==> src/hdl/fcr_pkg.sv <==
// Constants, codes and carrier types for the flash configuration and flag registers.
// Assumes one core clock domain; the serial link is sampled, not clocked.
package fcr_pkg;

	localparam logic [7:0] CMD_WR_EN = 8'h06;
	localparam logic [7:0] CMD_WR_DIS = 8'h04;
	localparam logic [7:0] CMD_RD_EVCR = 8'h65;
	localparam logic [7:0] CMD_WR_EVCR = 8'h61;
	localparam logic [7:0] CMD_RD_FLAG = 8'h70;
	localparam logic [7:0] CMD_CLR_FLAG = 8'h50;

	localparam logic [7:0] EVCR_RST = 8'hDF;
	localparam logic [7:0] EVCR_RSVD_MASK = 8'hDF;
	localparam logic [3:0] BITS_PER_BYTE = 4'h8;
	localparam logic [3:0] BW_EXT = 4'h1;
	localparam logic [3:0] BW_DUAL = 4'h2;
	localparam logic [3:0] BW_QUAD = 4'h4;
	localparam logic [3:0] OE_EXT = 4'h2;
	localparam logic [3:0] OE_DUAL = 4'h3;
	localparam logic [3:0] OE_QUAD = 4'hF;
	localparam logic [3:0] CNT_RST = 4'h0;
	localparam int SYNC_STAGES = 2;

	typedef enum logic [2:0] {
		PROTO_EXT = 3'h1,
		PROTO_DUAL = 3'h2,
		PROTO_QUAD = 3'h4
	} fcr_proto_t;

	typedef enum logic [4:0] {
		ST_IDLE = 5'h01,
		ST_CMD = 5'h02,
		ST_DIN = 5'h04,
		ST_OUT = 5'h08,
		ST_DONE = 5'h10
	} fcr_state_t;

	typedef struct packed {
		logic quad_n;
		logic dual_n;
		logic rsvd;
		logic hold_en;
		logic accel_n;
		logic [2:0] drive;
	} fcr_evcr_t;

	typedef struct packed {
		logic ready;
		logic erase_susp;
		logic erase_err;
		logic prog_err;
		logic vpp_err;
		logic prog_susp;
		logic prot_err;
		logic rsvd;
	} fcr_flag_t;

	typedef struct packed {
		logic busy;
		logic erase_susp;
		logic prog_susp;
		logic erase_fail;
		logic prog_fail;
		logic zero_to_one;
		logic vpp_bad;
		logic prot_err;
	} fcr_eng_t;

	typedef struct packed {
		fcr_proto_t proto;
		logic hold_en;
		logic accel_en;
		logic [2:0] drive;
	} fcr_cfg_t;

endpackage

==> src/hdl/fcr_sync.sv <==
// Two-stage synchroniser for levels entering the core clock domain.
// Assumes inputs are asynchronous to clk; only the second stage is read.
module fcr_sync #(
	parameter int W = 1,
	parameter logic [W-1:0] RST = '0
) (
	input wire logic clk, // Core clock
	input wire logic resetn, // Async reset, active low
	input wire logic [W-1:0] d, // Asynchronous inputs
	output logic [W-1:0] q // Synchronised outputs
);

	logic [W-1:0] meta_r;

	always_ff @(posedge clk or negedge resetn) begin
		if (!resetn) begin
			meta_r <= RST;
			q <= RST;
		end else begin
			meta_r <= d;
			q <= meta_r;
		end
	end

endmodule

==> src/hdl/fcr_flash_regs.sv <==
// Enhanced volatile configuration and flag registers behind the serial link.
// Assumes the link clock is far slower than ref_clk (sampled, edges detected)
// and that the array engine drives fcr_eng_t on ref_clk.
module fcr_flash_regs
	import fcr_pkg::*;
(
	input wire logic ref_clk, // Core clock, 250 MHz
	input wire logic resetn, // Async reset, active low
	input wire logic sclk, // Link clock pin
	input wire logic cs_n, // Chip select pin, active low
	input wire logic [3:0] dq_in, // Data pins, input side
	output logic [3:0] dq_out, // Data pins, output side
	output logic [3:0] dq_oe, // Data pin drive enables
	input wire fcr_eng_t eng, // Array engine state and events
	output fcr_cfg_t cfg, // Active configuration
	output fcr_flag_t flag, // Flag register contents
	output logic err_pending, // An error bit is still set
	output logic wr_en_latch // Write enable latch
);

	////////////////////////////////////////////////////////////////////////
	// Pin sampling

	logic sclk_s, cs_n_s, sclk_d, cs_n_d;
	logic [3:0] dq_s;
	logic sclk_rise, sclk_fall, cs_rise;

	fcr_sync #(.W(6), .RST(6'h10)) u_sync (
		.clk(ref_clk),
		.resetn(resetn),
		.d({sclk, cs_n, dq_in}),
		.q({sclk_s, cs_n_s, dq_s})
	);

	always_ff @(posedge ref_clk or negedge resetn) begin
		if (!resetn) begin
			sclk_d <= 1'b0;
			cs_n_d <= 1'b1;
		end else begin
			sclk_d <= sclk_s;
			cs_n_d <= cs_n_s;
		end
	end

	assign sclk_rise = sclk_s & ~sclk_d & ~cs_n_s;
	assign sclk_fall = ~sclk_s & sclk_d & ~cs_n_s;
	assign cs_rise = cs_n_s & ~cs_n_d;

	////////////////////////////////////////////////////////////////////////
	// Protocol width from the committed register

	fcr_evcr_t evcr_r;
	fcr_proto_t proto;
	logic [3:0] bw, oe_pat;
	logic [7:0] sh_in;

	always_comb begin
		if (!evcr_r.quad_n) begin
			proto = PROTO_QUAD;
		end else if (!evcr_r.dual_n) begin
			proto = PROTO_DUAL;
		end else begin
			proto = PROTO_EXT;
		end
	end

	always_comb begin
		case (proto)
			PROTO_QUAD: begin
				bw = BW_QUAD;
				oe_pat = OE_QUAD;
			end
			PROTO_DUAL: begin
				bw = BW_DUAL;
				oe_pat = OE_DUAL;
			end
			default: begin
				bw = BW_EXT;
				oe_pat = OE_EXT;
			end
		endcase
	end

	////////////////////////////////////////////////////////////////////////
	// Frame state machine

	fcr_state_t st_r;
	logic [7:0] sh_r, cmd_r, din_r, out_sh_r;
	logic [3:0] cnt_r, cnt_sum;
	logic cmd_ok_r, din_ok_r, junk_r;
	fcr_flag_t flag_r;

	always_comb begin
		case (proto)
			PROTO_QUAD: sh_in = {sh_r[3:0], dq_s};
			PROTO_DUAL: sh_in = {sh_r[5:0], dq_s[1:0]};
			default: sh_in = {sh_r[6:0], dq_s[0]};
		endcase
	end

	assign cnt_sum = cnt_r + bw;

	always_ff @(posedge ref_clk or negedge resetn) begin
		if (!resetn) begin
			st_r <= ST_IDLE;
			sh_r <= 8'h00;
			cnt_r <= CNT_RST;
			cmd_r <= 8'h00;
			din_r <= 8'h00;
			cmd_ok_r <= 1'b0;
			din_ok_r <= 1'b0;
			junk_r <= 1'b0;
		end else if (cs_n_s) begin
			st_r <= ST_IDLE;
			cnt_r <= CNT_RST;
		end else begin
			case (st_r)
				ST_IDLE: begin
					st_r <= ST_CMD;
					cmd_ok_r <= 1'b0;
					din_ok_r <= 1'b0;
					junk_r <= 1'b0;
					cnt_r <= CNT_RST;
				end
				ST_CMD: begin
					if (sclk_rise) begin
						sh_r <= sh_in;
						cnt_r <= cnt_sum;
						if (cnt_sum == BITS_PER_BYTE) begin
							cmd_r <= sh_in;
							cmd_ok_r <= 1'b1;
							cnt_r <= CNT_RST;
							case (sh_in)
								CMD_RD_EVCR, CMD_RD_FLAG: st_r <= ST_OUT;
								CMD_WR_EVCR: st_r <= ST_DIN;
								default: st_r <= ST_DONE;
							endcase
						end
					end
				end
				ST_DIN: begin
					if (sclk_rise) begin
						sh_r <= sh_in;
						cnt_r <= cnt_sum;
						if (cnt_sum == BITS_PER_BYTE) begin
							din_r <= sh_in;
							din_ok_r <= 1'b1;
							st_r <= ST_DONE;
						end
					end
				end
				ST_OUT: begin
					if (sclk_fall) begin
						cnt_r <= (cnt_sum == BITS_PER_BYTE) ? CNT_RST : cnt_sum;
					end
				end
				ST_DONE: begin
					if (sclk_rise) begin
						junk_r <= 1'b1;
					end
				end
				default: st_r <= ST_IDLE;
			endcase
		end
	end

	////////////////////////////////////////////////////////////////////////
	// Read data path, shifted out on falling link clock edges

	logic [7:0] rd_byte;

	assign rd_byte = (cmd_r == CMD_RD_FLAG) ? flag_r : evcr_r;

	function automatic logic [3:0] lanes(input logic [7:0] b, input fcr_proto_t p);
		case (p)
			PROTO_QUAD: lanes = b[7:4];
			PROTO_DUAL: lanes = {2'b00, b[7:6]};
			default: lanes = {2'b00, b[7], 1'b0};
		endcase
	endfunction

	always_ff @(posedge ref_clk or negedge resetn) begin
		if (!resetn) begin
			out_sh_r <= 8'h00;
			dq_out <= 4'h0;
			dq_oe <= 4'h0;
		end else if (st_r != ST_OUT || cs_n_s) begin
			dq_oe <= 4'h0;
			dq_out <= 4'h0;
		end else if (sclk_fall) begin
			dq_oe <= oe_pat;
			if (cnt_r == CNT_RST) begin
				// Fresh snapshot per byte so live status bits stay current
				dq_out <= lanes(rd_byte, proto);
				out_sh_r <= rd_byte << bw;
			end else begin
				dq_out <= lanes(out_sh_r, proto);
				out_sh_r <= out_sh_r << bw;
			end
		end
	end

	////////////////////////////////////////////////////////////////////////
	// Commands committed at chip select rise

	logic frame_ok, wr_go, clr_go;

	assign frame_ok = cs_rise & cmd_ok_r & ~junk_r;
	assign wr_go = frame_ok & din_ok_r & (cmd_r == CMD_WR_EVCR) & wr_en_latch;
	assign clr_go = frame_ok & ~din_ok_r & (cmd_r == CMD_CLR_FLAG);

	always_ff @(posedge ref_clk or negedge resetn) begin
		if (!resetn) begin
			wr_en_latch <= 1'b0;
		end else if (frame_ok && cmd_r == CMD_WR_EN) begin
			wr_en_latch <= 1'b1;
		end else if (frame_ok && (cmd_r == CMD_WR_DIS || wr_go)) begin
			wr_en_latch <= 1'b0;
		end
	end

	always_ff @(posedge ref_clk or negedge resetn) begin
		if (!resetn) begin
			evcr_r <= EVCR_RST;
		end else if (wr_go) begin
			// Only between frames, so width never flips mid-transfer
			evcr_r <= din_r & EVCR_RSVD_MASK;
		end
	end

	always_ff @(posedge ref_clk or negedge resetn) begin
		if (!resetn) begin
			cfg <= '{proto: PROTO_EXT, hold_en: 1'b1, accel_en: 1'b0, drive: 3'h7};
		end else begin
			cfg.proto <= proto;
			cfg.hold_en <= evcr_r.hold_en;
			cfg.accel_en <= ~evcr_r.accel_n;
			cfg.drive <= evcr_r.drive;
		end
	end

	////////////////////////////////////////////////////////////////////////
	// Flag register: live status, sticky errors, set beats clear

	always_ff @(posedge ref_clk or negedge resetn) begin
		if (!resetn) begin
			flag_r <= '{ready: 1'b1, default: 1'b0};
		end else begin
			flag_r.ready <= ~eng.busy;
			flag_r.erase_susp <= eng.erase_susp;
			flag_r.prog_susp <= eng.prog_susp;
			flag_r.erase_err <= (flag_r.erase_err & ~clr_go) | eng.erase_fail;
			flag_r.prog_err <= (flag_r.prog_err & ~clr_go) | eng.prog_fail
				| eng.zero_to_one;
			flag_r.vpp_err <= (flag_r.vpp_err & ~clr_go) | eng.vpp_bad;
			flag_r.prot_err <= (flag_r.prot_err & ~clr_go) | eng.prot_err;
			flag_r.rsvd <= 1'b0;
		end
	end

	always_ff @(posedge ref_clk or negedge resetn) begin
		if (!resetn) begin
			err_pending <= 1'b0;
		end else begin
			// Engine may fail new commands while this is high
			err_pending <= flag_r.erase_err | flag_r.prog_err | flag_r.vpp_err
				| flag_r.prot_err;
		end
	end

	assign flag = flag_r;
endmodule

==> config.mk <==
export PLATFORM = sky130hd
export DESIGN_NAME = fcr_flash_regs
export DESIGN_NICKNAME = d
export VERILOG_FILES = /design/src/hdl/fcr_pkg.sv /design/src/hdl/fcr_sync.sv /design/src/hdl/fcr_flash_regs.sv
export SDC_FILE = /design/constraint.sdc
export NUM_CORES = 1
export LEC_CHECK = 0
export BUFFER_PORTS_ARGS = -buffer_cell sky130_fd_sc_hd__buf_4
export CAP_MARGIN = 20
export CELL_PAD_IN_SITES_DETAIL_PLACEMENT = 0
export CELL_PAD_IN_SITES_GLOBAL_PLACEMENT = 1
export CORE_ASPECT_RATIO = 1.5
export CORE_UTILIZATION = 25
export CTS_CLUSTER_SIZE = 20
export DETAILED_ROUTE_END_ITERATION = 7
export PLACE_DENSITY_LB_ADDON = 0.2
export SLEW_MARGIN = 20
export SYNTH_ARGS = -nofsm -noshare
export SYNTH_HDL_FRONTEND = slang
export SYNTH_SLANG_ARGS = --single-unit
==> constraint.sdc <==
create_clock -name ref_clk -period 4.12 [get_ports ref_clk]
set_clock_uncertainty 0.05 [all_clocks]
set_input_delay 0.412 -clock ref_clk [delete_from_list [all_inputs] [get_ports ref_clk]]
set_output_delay 0.412 -clock ref_clk [all_outputs]
set_load 0.005 [all_outputs]
==> results of run 1 <==
## final cells by class
class | count | area share (%)
Tap cell | 203 | 5.225
Timing Repair Buffer | 44 | 6.795
Clock buffer | 9 | 4.633
Multi-Input combinational cell | 227 | 35.55
Clock inverter | 7 | 1.647
Inverter | 12 | 0.9266
Sequential cell | 87 | 45.23
## layer usage
| layer | wire [um] | track usage [%] | up-vias | part of all wire, % |
|---|---|---|---|---|
| li1 | - | - | 1318 | - |
| met2 | 5446 | 23.78 | 49 | 55 |
| met5 | 0 | 0 | - | 0 |
| met3 | 252 | 2.758 | 9 | 2.5 |
| met1 | 4111 | 14.34 | 1396 | 41 |
| met4 | 176 | 6.019 | 0 | 1.8 |
## state kept, by name, indices dropped and copies added (netlist names), 3 cells and up
name	flops
st_r	5
evcr_r	7
u_sync.q	6
sh_r	7
out_sh_r	8
dq_oe	3
cfg	8
cmd_r	8
din_r	7
cnt_r	4
u_sync.meta_r	6
flag	7
dq_out	4
## report_power, final
part	internal (uW)	total (uW)	switching, uW
Sequential	903	963	59.5
Combinational	115	273	159
Clock	476	828	352
Total	1490	2060	570
## worst max-delay path by stage
stage / start / end / slack (ns) / depth (start not counted)
floorplan: evcr_r[7] / din_r[0] / 0.99 / 9
global placement: evcr_r[6] / din_r[1] / 0.79 / 9
detailed placement: evcr_r[6] / din_r[4] / 0.69 / 9
CTS: evcr_r[6] / din_r[4] / 0.68 / 9
global route: evcr_r[6] / din_r[3] / 0.53 / 9
finish: evcr_r[6] / din_r[4] / 0.74 / 9
## kinds of logic after synthesis
group / count (synthesis) / share of synthesized area (%)
simple gates: 106 / 15.35
flops: 87 / 54.28
compound gates: 61 / 10.84
mux: 51 / 14.09
buf+inv: 27 / 3.058
fa+ha+maj: 4 / 1.421
xor+xnor: 4 / 0.8652
other cells: 1 / 0.09259
## worst max-delay path, stage by stage, from the launching register on
cell and delay, ns:
dfstp_2 0.71, nand2_1 0.17, inv_1 0.15, ha_1 0.22, fa_1 0.48, nor4b_2 0.28
o211ai_1 0.15, or2_4 0.29, nor3_4 0.39, mux2_2 0.39
## stage by stage
| stage | instance area [um^2] | std cells |
|---|---|---|
| after global placement | 4556 | 573 |
| final | 4861 | 589 |
| after floorplan | 4050 | 341 |
| after detailed placement | 4556 | 573 |
| after global routing | 4861 | 589 |
| after CTS | 4861 | 589 |
## cell usage in the layout (no fill, tap or decap), types with 4 or more instances in the layout
cell type   instances
dfstp_2            17
mux2_2             38
dfrtp_1            70
nand4_1             4
o21ai_0            10
nor3_1              4
nor2b_1             4
nand2_1            22
o211ai_1            4
clkbuf_16           9
nand3_1             9
or3_1               4
clkinvlp_4          4
a21oi_1            13
nor2_1             29
buf_4              44
o221ai_1            5
inv_1              12
mux2i_1            12
==> results_dict.tcl, run 1 <==
set metrics [dict create \
    overflow 0 \
    postCtsSetupBuffers 0 \
    grt_pass1_wl_mm 16.13 \
    insertion_delay_ns 0.34 \
    synth_top_area_cell "dfrtp_1" \
    area.sequential_um2 2198 \
    setup_viol 0 \
    nets 401 \
    setup_slack_ns 0.7366 \
    drc 0 \
    reg2reg_from "evcr_r[6]" \
    postRouteAntennaNets 0 \
    drv_cap 0 \
    die_w_um 105.9 \
    worstReg2RegEnd "din_r[4]" \
    min_from "sclk" \
    rows 56 \
    total_power_uw 2064 \
    drt_iter0_drc 128 \
    synth.net_count 361 \
    cts_tree "built" \
    start_util_pct 25.69 \
    drv_slew 0 \
    fin_util_pct 30.83 \
    io_buffer_count 40 \
    ys_async_sr_fraction_pct 100.0 \
    drive_gt1_share_pct 34.20 \
    routedWlPerCell_um 16.95 \
    htreeDepth 3 \
    cts_resized 0 \
    rsz0062_at_grt "false" \
    irDropWorstVdd_mv 0.1686 \
    hold_slack_ns 0.1277 \
    syn_inst 341 \
    yosys.area.top_type_share_pct 43.25 \
    diodes 0 \
    synth_edf_count 0 \
    hold_class "primary input to flop" \
    hold_viol 0 \
    ys_seq_area_share_pct 54.28 \
    startpoint_type "flop" \
    fin_crit_ns 3.383 \
    r2r_cells 9 \
    hold_end "u_sync.meta_r[5]" \
    dr.pass1.iters 5 \
    synth_common_cells "dfrtp_1, mux2_2, nor2_1, nand2_1, dfstp_2" \
    synth_cell_types 67 \
    hpwl_mm 7.442 \
    grt.total_usage_pct 13.02 \
    place_congestion 0.7421 \
    worstPathMaxFanout 12 \
    ctsHoldBuffers 0 \
    place_ws_ns 0.6895 \
    ys.flop_type "dfrtp_1" \
    cts_root_buf "clkbuf_16" \
    viasPerCell 4.706 \
    clock-sinks 87 \
    leakage_uw 0.002059 \
    critical_path_arrival_ns 3.55 \
    power_density_nw_per_um2 424.7 \
    yosysMostFrequentCell "dfrtp_1" \
    tns_ns 0 \
    finalCritPeriodShare_pct 82.12 \
    cts.clk_slew.worst_paths_ns 0.07 \
    first_global_vias 2950 \
    worstSetupEndpointType "flop" \
    synthTopCellsByArea "dfrtp_1, dfstp_2, mux2_2, mux2i_1, nor2_1" \
    grt_antenna_before_repair 0 \
    hold_depth 1 \
    dieArea_um2 16720 \
    relSlewSlack_pct 40.61 \
    wl_mm 9.986 \
    cts-buffers-inserted 9 \
    multi_input_area_um2 1728 \
    ys_ff_latch 87 \
    critPathKind "flop to flop" \
    yosysWarnings 0 \
    cts_buffer_depth 2 \
    status "finished, final reports clean" \
    netlist_area_um2 4050 \
    avgSynthCellArea_um2 11.88 \
    fmax_mhz 295.6 \
    die_h_um 157.9 \
    core_um2 15770 \
    pin_count 42 \
    worst_pin_slew_ns 0.8909 \
    required_ns 4.29 \
    grt_max_degree 69 \
    syn2layout_area_growth_pct 20.02 \
    num_vias 2772 \
    fillCellCount 1603 \
    r2r_setup_slack_ns 0.74 \
]
(Power assumes the default switching activity.)
==> run 2, diff against run 1 <==
Settings changed: ABC_AREA from default to 1.
Clock period 4.12 ns to 3.37 ns, I/O delays scaled along.
==> run 2 against run 1 <==
  * First-iteration DRC count shrank 9.4%
  * Wire length grew 7.7%
  * Hold slack lost 0.082 ns
  * Cell count grew 23%
  * Highest routed layer unchanged
==> results_dict.tcl, run 2 <==
set metrics [dict create \
    worstSetupEndpointType "flop" \
    cts_resized 0 \
    synth_cell_types 43 \
    required_ns 3.54 \
    syn_inst 469 \
    num_vias 3192 \
    insertion_delay_ns 0.34 \
    critPathKind "flop to flop" \
    syn2layout_area_growth_pct 19.42 \
    postRouteAntennaNets 0 \
    status "finished, final reports clean" \
    ys_seq_area_share_pct 52.65 \
    cts_buffer_depth 2 \
    die_w_um 107.5 \
    power_density_nw_per_um2 557.8 \
    rows 57 \
    slowest_delay_ns 0.45 \
    grt_max_degree 66 \
    dr.pass1.iters 4 \
    hold_class "primary input to async pin" \
    fmax_mhz 335.6 \
    grt_pass1_wl_mm 17.71 \
    cp_slowest_cell "dfstp_2" \
    total_power_uw 2781 \
    worstPathMaxFanout 16 \
    grt.total_usage_pct 13.62 \
    finalCritPeriodShare_pct 88.43 \
    fin_crit_ns 2.980 \
    ctsHoldBuffers 0 \
    ys_ff_latch 87 \
    start_util_pct 25.68 \
    final_cell_mix "nand2_1, dfrtp_1, inv_1" \
    viasPerCell 4.409 \
    cts_tree "built" \
    clock-sinks 87 \
    diodes 0 \
    relSlewSlack_pct 42.57 \
    netlist_area_um2 4175 \
    synth.net_count 489 \
    critical_path_arrival_ns 3.15 \
    overflow 0 \
    reg2reg_from "evcr_r[7]" \
    leakage_uw 0.002367 \
    hold_viol 0 \
    core_um2 16260 \
    worst_pin_slew_ns 0.8615 \
    htreeDepth 3 \
    ys_async_sr_fraction_pct 100.0 \
    hpwl_mm 8.071 \
    reg_top3 "cfg x8, cmd_r x8, out_sh_r x8" \
    yosys.area.top_type_share_pct 41.95 \
    wl_mm 10.75 \
    avgSynthCellArea_um2 8.902 \
    yosysMostFrequentCell "nand2_1" \
    die_h_um 160.3 \
    fillCellCount 1739 \
    nets 533 \
    tns_ns 0 \
    cts_root_buf "clkbuf_16" \
    cts.clk_slew.worst_paths_ns 0.07 \
    worstSetupStartpoint "evcr_r[7]" \
    io_buffer_count 40 \
    rsz0062_at_grt "false" \
    drc 0 \
    synth_common_cells "nand2_1, dfrtp_1, inv_1, nand3_1, nor2_1" \
    place_congestion 0.8264 \
    drv_cap 0 \
    synth_top_area_cell "dfrtp_1" \
    postCtsSetupBuffers 0 \
    first_global_vias 3293 \
    irDropWorstVdd_mv 0.1898 \
    routedWlPerCell_um 14.85 \
    critical-path-top-delay-family "simple AND/OR/NAND/NOR gates" \
    path_common_cell "nor2_1" \
    synth_edf_count 0 \
    drv_slew 0 \
    cts-buffers-inserted 9 \
    synthTopCellsByArea "dfrtp_1, dfstp_2, nand2_1, nand3_1, inv_1" \
    crit_buf_inv 1 \
    startpoint_type "flop" \
    yosysWarnings 0 \
    drt_iter0_drc 116 \
    layout_commonest_cell "nand2_1" \
    drive_gt1_share_pct 24.52 \
    path_cells "nand2_4 > clkinv_1 > ha_1 > fa_1 > xor2_1 > nor3_2 > nand2_1 > nor2_1 > nand2_2 > nor2_1 > a21oi_2" \
    setup_viol 0 \
    dieArea_um2 17230 \
    ys.flop_type "dfrtp_1" \
    grt_antenna_before_repair 0 \
    pin_count 42 \
]
run 2: cells by family after synthesis:
| kind of cell | count (synthesis) | share of synthesized area [%] |
|---|---|---|
| xor gates and xnor gates | 1 | 0.2098 |
| muxes | 2 | 0.5394 |
| DFF | 87 | 52.65 |
| adders and majority gates | 4 | 1.379 |
| and+or+nand+nor | 220 | 25.74 |
| other | 1 | 0.08981 |
| buffers and inverters | 78 | 8.720 |
| AOI/OAI and AO/OA | 76 | 10.67 |
run 2: final cells by class:
cell class	count	area, um^2	area share (%)
inverters	66	252.7	5.069
multi-input cells	304	1613	32.35
repair buffers	45	337.8	6.775
flip-flops and latches	87	2198	44.09
clock inverters	7	101.3	2.033
clock buffers	9	225.2	4.517
well taps	206	257.7	5.169
run 2: per-layer routing:
metal	up-vias	part of all wire (%)	global-route usage (%)
li1	1605	-	-
met1	1519	42	15.77
met2	53	53	23.86
met3	15	2.5	2.816
met4	0	2.7	5.853
met5	-	0	0
run 2: metrics by stage:
step | instance area, um^2 | cells | hold slack (ns) | setup WS, ns | utilization [%]
after floorplan | 4175 | 469 | -0.008591 | 0.9015 | -
after global placement | 4659 | 708 | 0.2846 | 0.4529 | 28.66
after detailed placement | 4659 | 708 | 0.2847 | 0.4173 | 28.66
after CTS | 4986 | 724 | 0.02828 | 0.4044 | 30.66
after global routing | 4986 | 724 | 0.02579 | 0.1406 | 30.66
final | 4986 | 724 | 0.04582 | 0.3900 | 30.66
run 2: path summary, 6_finish.rpt:
check | cells after the start | endpoint | slack (ns)
max reg2reg | 11 | cmd_r[4] | 0.39
min reg2reg | 0 | u_sync.q[2] | 0.30
min | 1 | st_r[3] | 0.05
max in group asynchronous | 2 | evcr_r[2] | 2.41
max | 11 | cmd_r[4] | 0.39
min in group ref_clk | 1 | u_sync.meta_r[5] | 0.05
run 2: report_power, final:
| part | internal [uW] | total [uW] | switching (uW) |
|---|---|---|---|
| Clock | 658 | 1100 | 444 |
| Sequential | 1120 | 1180 | 59.7 |
| Combinational | 158 | 501 | 343 |
| Total | 1930 | 2780 | 847 |
==> run 3, diff against run 2 <==
Settings changed: HOLD_SLACK_MARGIN from default to 0.05, MAX_ROUTING_LAYER from default to met4.
==> run 3 against run 2 <==
  * Utilization increased by 0.55 points
  * Clock power barely moved
  * Wire length up 0.16%
  * Hold slack improved by 0.0075 ns
  * Final area up 1.8%
  * First-iteration DRC count down 5.2%
  * Global-route usage is 0.45 points higher
  * Sequential power about the same
  * Die area did not move
  * Critical path type unchanged
  * Critical endpoint unchanged
  * Largest power group unchanged
  * Highest routed layer unchanged
==> results_dict.tcl, run 3 (synthesis gave the netlist of run 2 again) <==
set metrics [dict create \
    cts_root_buf "clkbuf_16" \
    final_cell_mix "nand2_1, dfrtp_1, inv_1" \
    fmax_mhz 337.9 \
    core_um2 16260 \
    grt_antenna_before_repair 0 \
    start_util_pct 25.68 \
    syn2layout_area_growth_pct 21.58 \
    multi_input_area_um2 1613 \
    pin_count 42 \
    r2r_cells 11 \
    insertion_delay_ns 0.34 \
    rows 57 \
    reg2reg_from "evcr_r[6]" \
    first_global_vias 3336 \
    layout_commonest_cell "nand2_1" \
    cts-buffers-inserted 9 \
    wl_met3_um 280 \
    place_congestion 0.8389 \
    drt_iter0_drc 110 \
    startpoint_type "flop" \
    power_density_nw_per_um2 550.0 \
    wl_mm 10.77 \
    clock-sinks 87 \
    routedWlPerCell_um 14.69 \
    postCtsSetupBuffers 0 \
    viasPerCell 4.407 \
    critPathKind "flop to flop" \
    tns_ns 0 \
    finalCritPeriodShare_pct 87.83 \
    dr_wl_met2_mm 5.705 \
    hold_class "primary input to async pin" \
    nets 542 \
    postRouteAntennaNets 0 \
    worstPathMaxFanout 16 \
    drv_cap 0 \
    num_vias 3230 \
    cts.clk_slew.worst_paths_ns 0.07 \
    rsz0062_at_grt "false" \
    cts_buffer_depth 2 \
    worstReg2RegEnd "cmd_r[4]" \
    die_w_um 107.5 \
    leakage_uw 0.002404 \
    dieArea_um2 17230 \
    grt.total_usage_pct 14.07 \
    diodes 0 \
    postPlaceCellArea_um2 4659 \
    io_buffer_count 40 \
    status "finished, final reports clean" \
    grt_max_degree 66 \
    drv_slew 0 \
    drive_gt1_share_pct 24.10 \
    area.sequential_um2 2198 \
    hpwl_mm 8.071 \
    htreeDepth 3 \
    fillCellCount 1734 \
    relSlewSlack_pct 41.93 \
    setup_viol 0 \
    reg_top3 "cfg x8, cmd_r x8, out_sh_r x8" \
    hold_viol 0 \
    worstSetupEndpointType "flop" \
    drt-met1-wl_mm 4.489 \
    cts_tree "built" \
    required_ns 3.54 \
    grt_pass1_wl_mm 17.82 \
    die_h_um 160.3 \
    dr.pass1.iters 4 \
    fin_area_um2 5076 \
    worst_pin_slew_ns 0.8710 \
    r2r_setup_slack_ns 0.41 \
    irDropWorstVdd_mv 0.1902 \
    top_layer_used "met4" \
    drc 0 \
    fin_crit_ns 2.960 \
    overflow 0 \
    critical_path_arrival_ns 3.13 \
]
run 3: cell count changes in the layout (fill, tap and decap cells not counted):
| cell | before | now |
|---|---|---|
| dlygate4sd3_1 | 0 | 9 |
run 3: timing repair:
action,CTS,global route
gates resized for setup,0,0
hold endpoints to repair,9,0
hold buffers,9,0
run 3: report_power, final:
group,switching (uW),internal (uW),leakage [uW]
Clock,446,658,0.000153
Combinational,345,165,0.00117
Sequential,60.1,1120,0.00108
run 3: per-stage QoR:
step | cells | hold WS, ns | setup WS, ns | total power [uW] | util (%)
floorplan | 469 | -0.008591 | 0.9015 | 1529 | -
global placement | 708 | 0.2846 | 0.4529 | 1706 | 28.66
detailed placement | 708 | 0.2847 | 0.4173 | 1703 | 28.66
CTS | 733 | 0.08766 | 0.4044 | 2837 | 31.22
global route | 733 | 0.1218 | 0.1404 | 2949 | 31.22
finish | 733 | 0.05329 | 0.4101 | 2792 | 31.22
run 3: how the worst max path moves through the flow:
stage | from | end | slack (ns) | cells after the start
after floorplan | evcr_r[6] | cmd_r[6] | 0.90 | 13
after global placement | evcr_r[6] | cmd_r[4] | 0.45 | 11
after detailed placement | evcr_r[6] | cmd_r[4] | 0.42 | 11
after CTS | evcr_r[7] | cmd_r[4] | 0.40 | 11
after global routing | evcr_r[6] | cmd_r[4] | 0.14 | 11
final | evcr_r[6] | cmd_r[4] | 0.41 | 11
run 3: per-layer routing:
layer / GRT usage (%) / up-vias
met5: - / -
met4: 5.853 / 0
met3: 2.816 / 15
met2: 23.98 / 57
met1: 15.80 / 1532
li1: - / 1626
run 3: cell type report:
type / count / share of cell area, %
Tap cell: 206 / 5.078
Multi-Input combinational cell: 304 / 31.77
Inverter: 66 / 4.979
Timing Repair Buffer: 54 / 8.430
Clock inverter: 7 / 1.997
Clock buffer: 9 / 4.437
Sequential cell: 87 / 43.31
run 3: critical path, stage by stage, from the launching register on:
cell      delay [ns]
dfstp_2         0.45
nand2_4         0.13
clkinv_1        0.26
ha_1            0.33
fa_1            0.38
xor2_1          0.19
nor3_2          0.14
nand2_1         0.12
nor2_1          0.25
nand2_2         0.28
nor2_1          0.19
a21oi_2         0.05
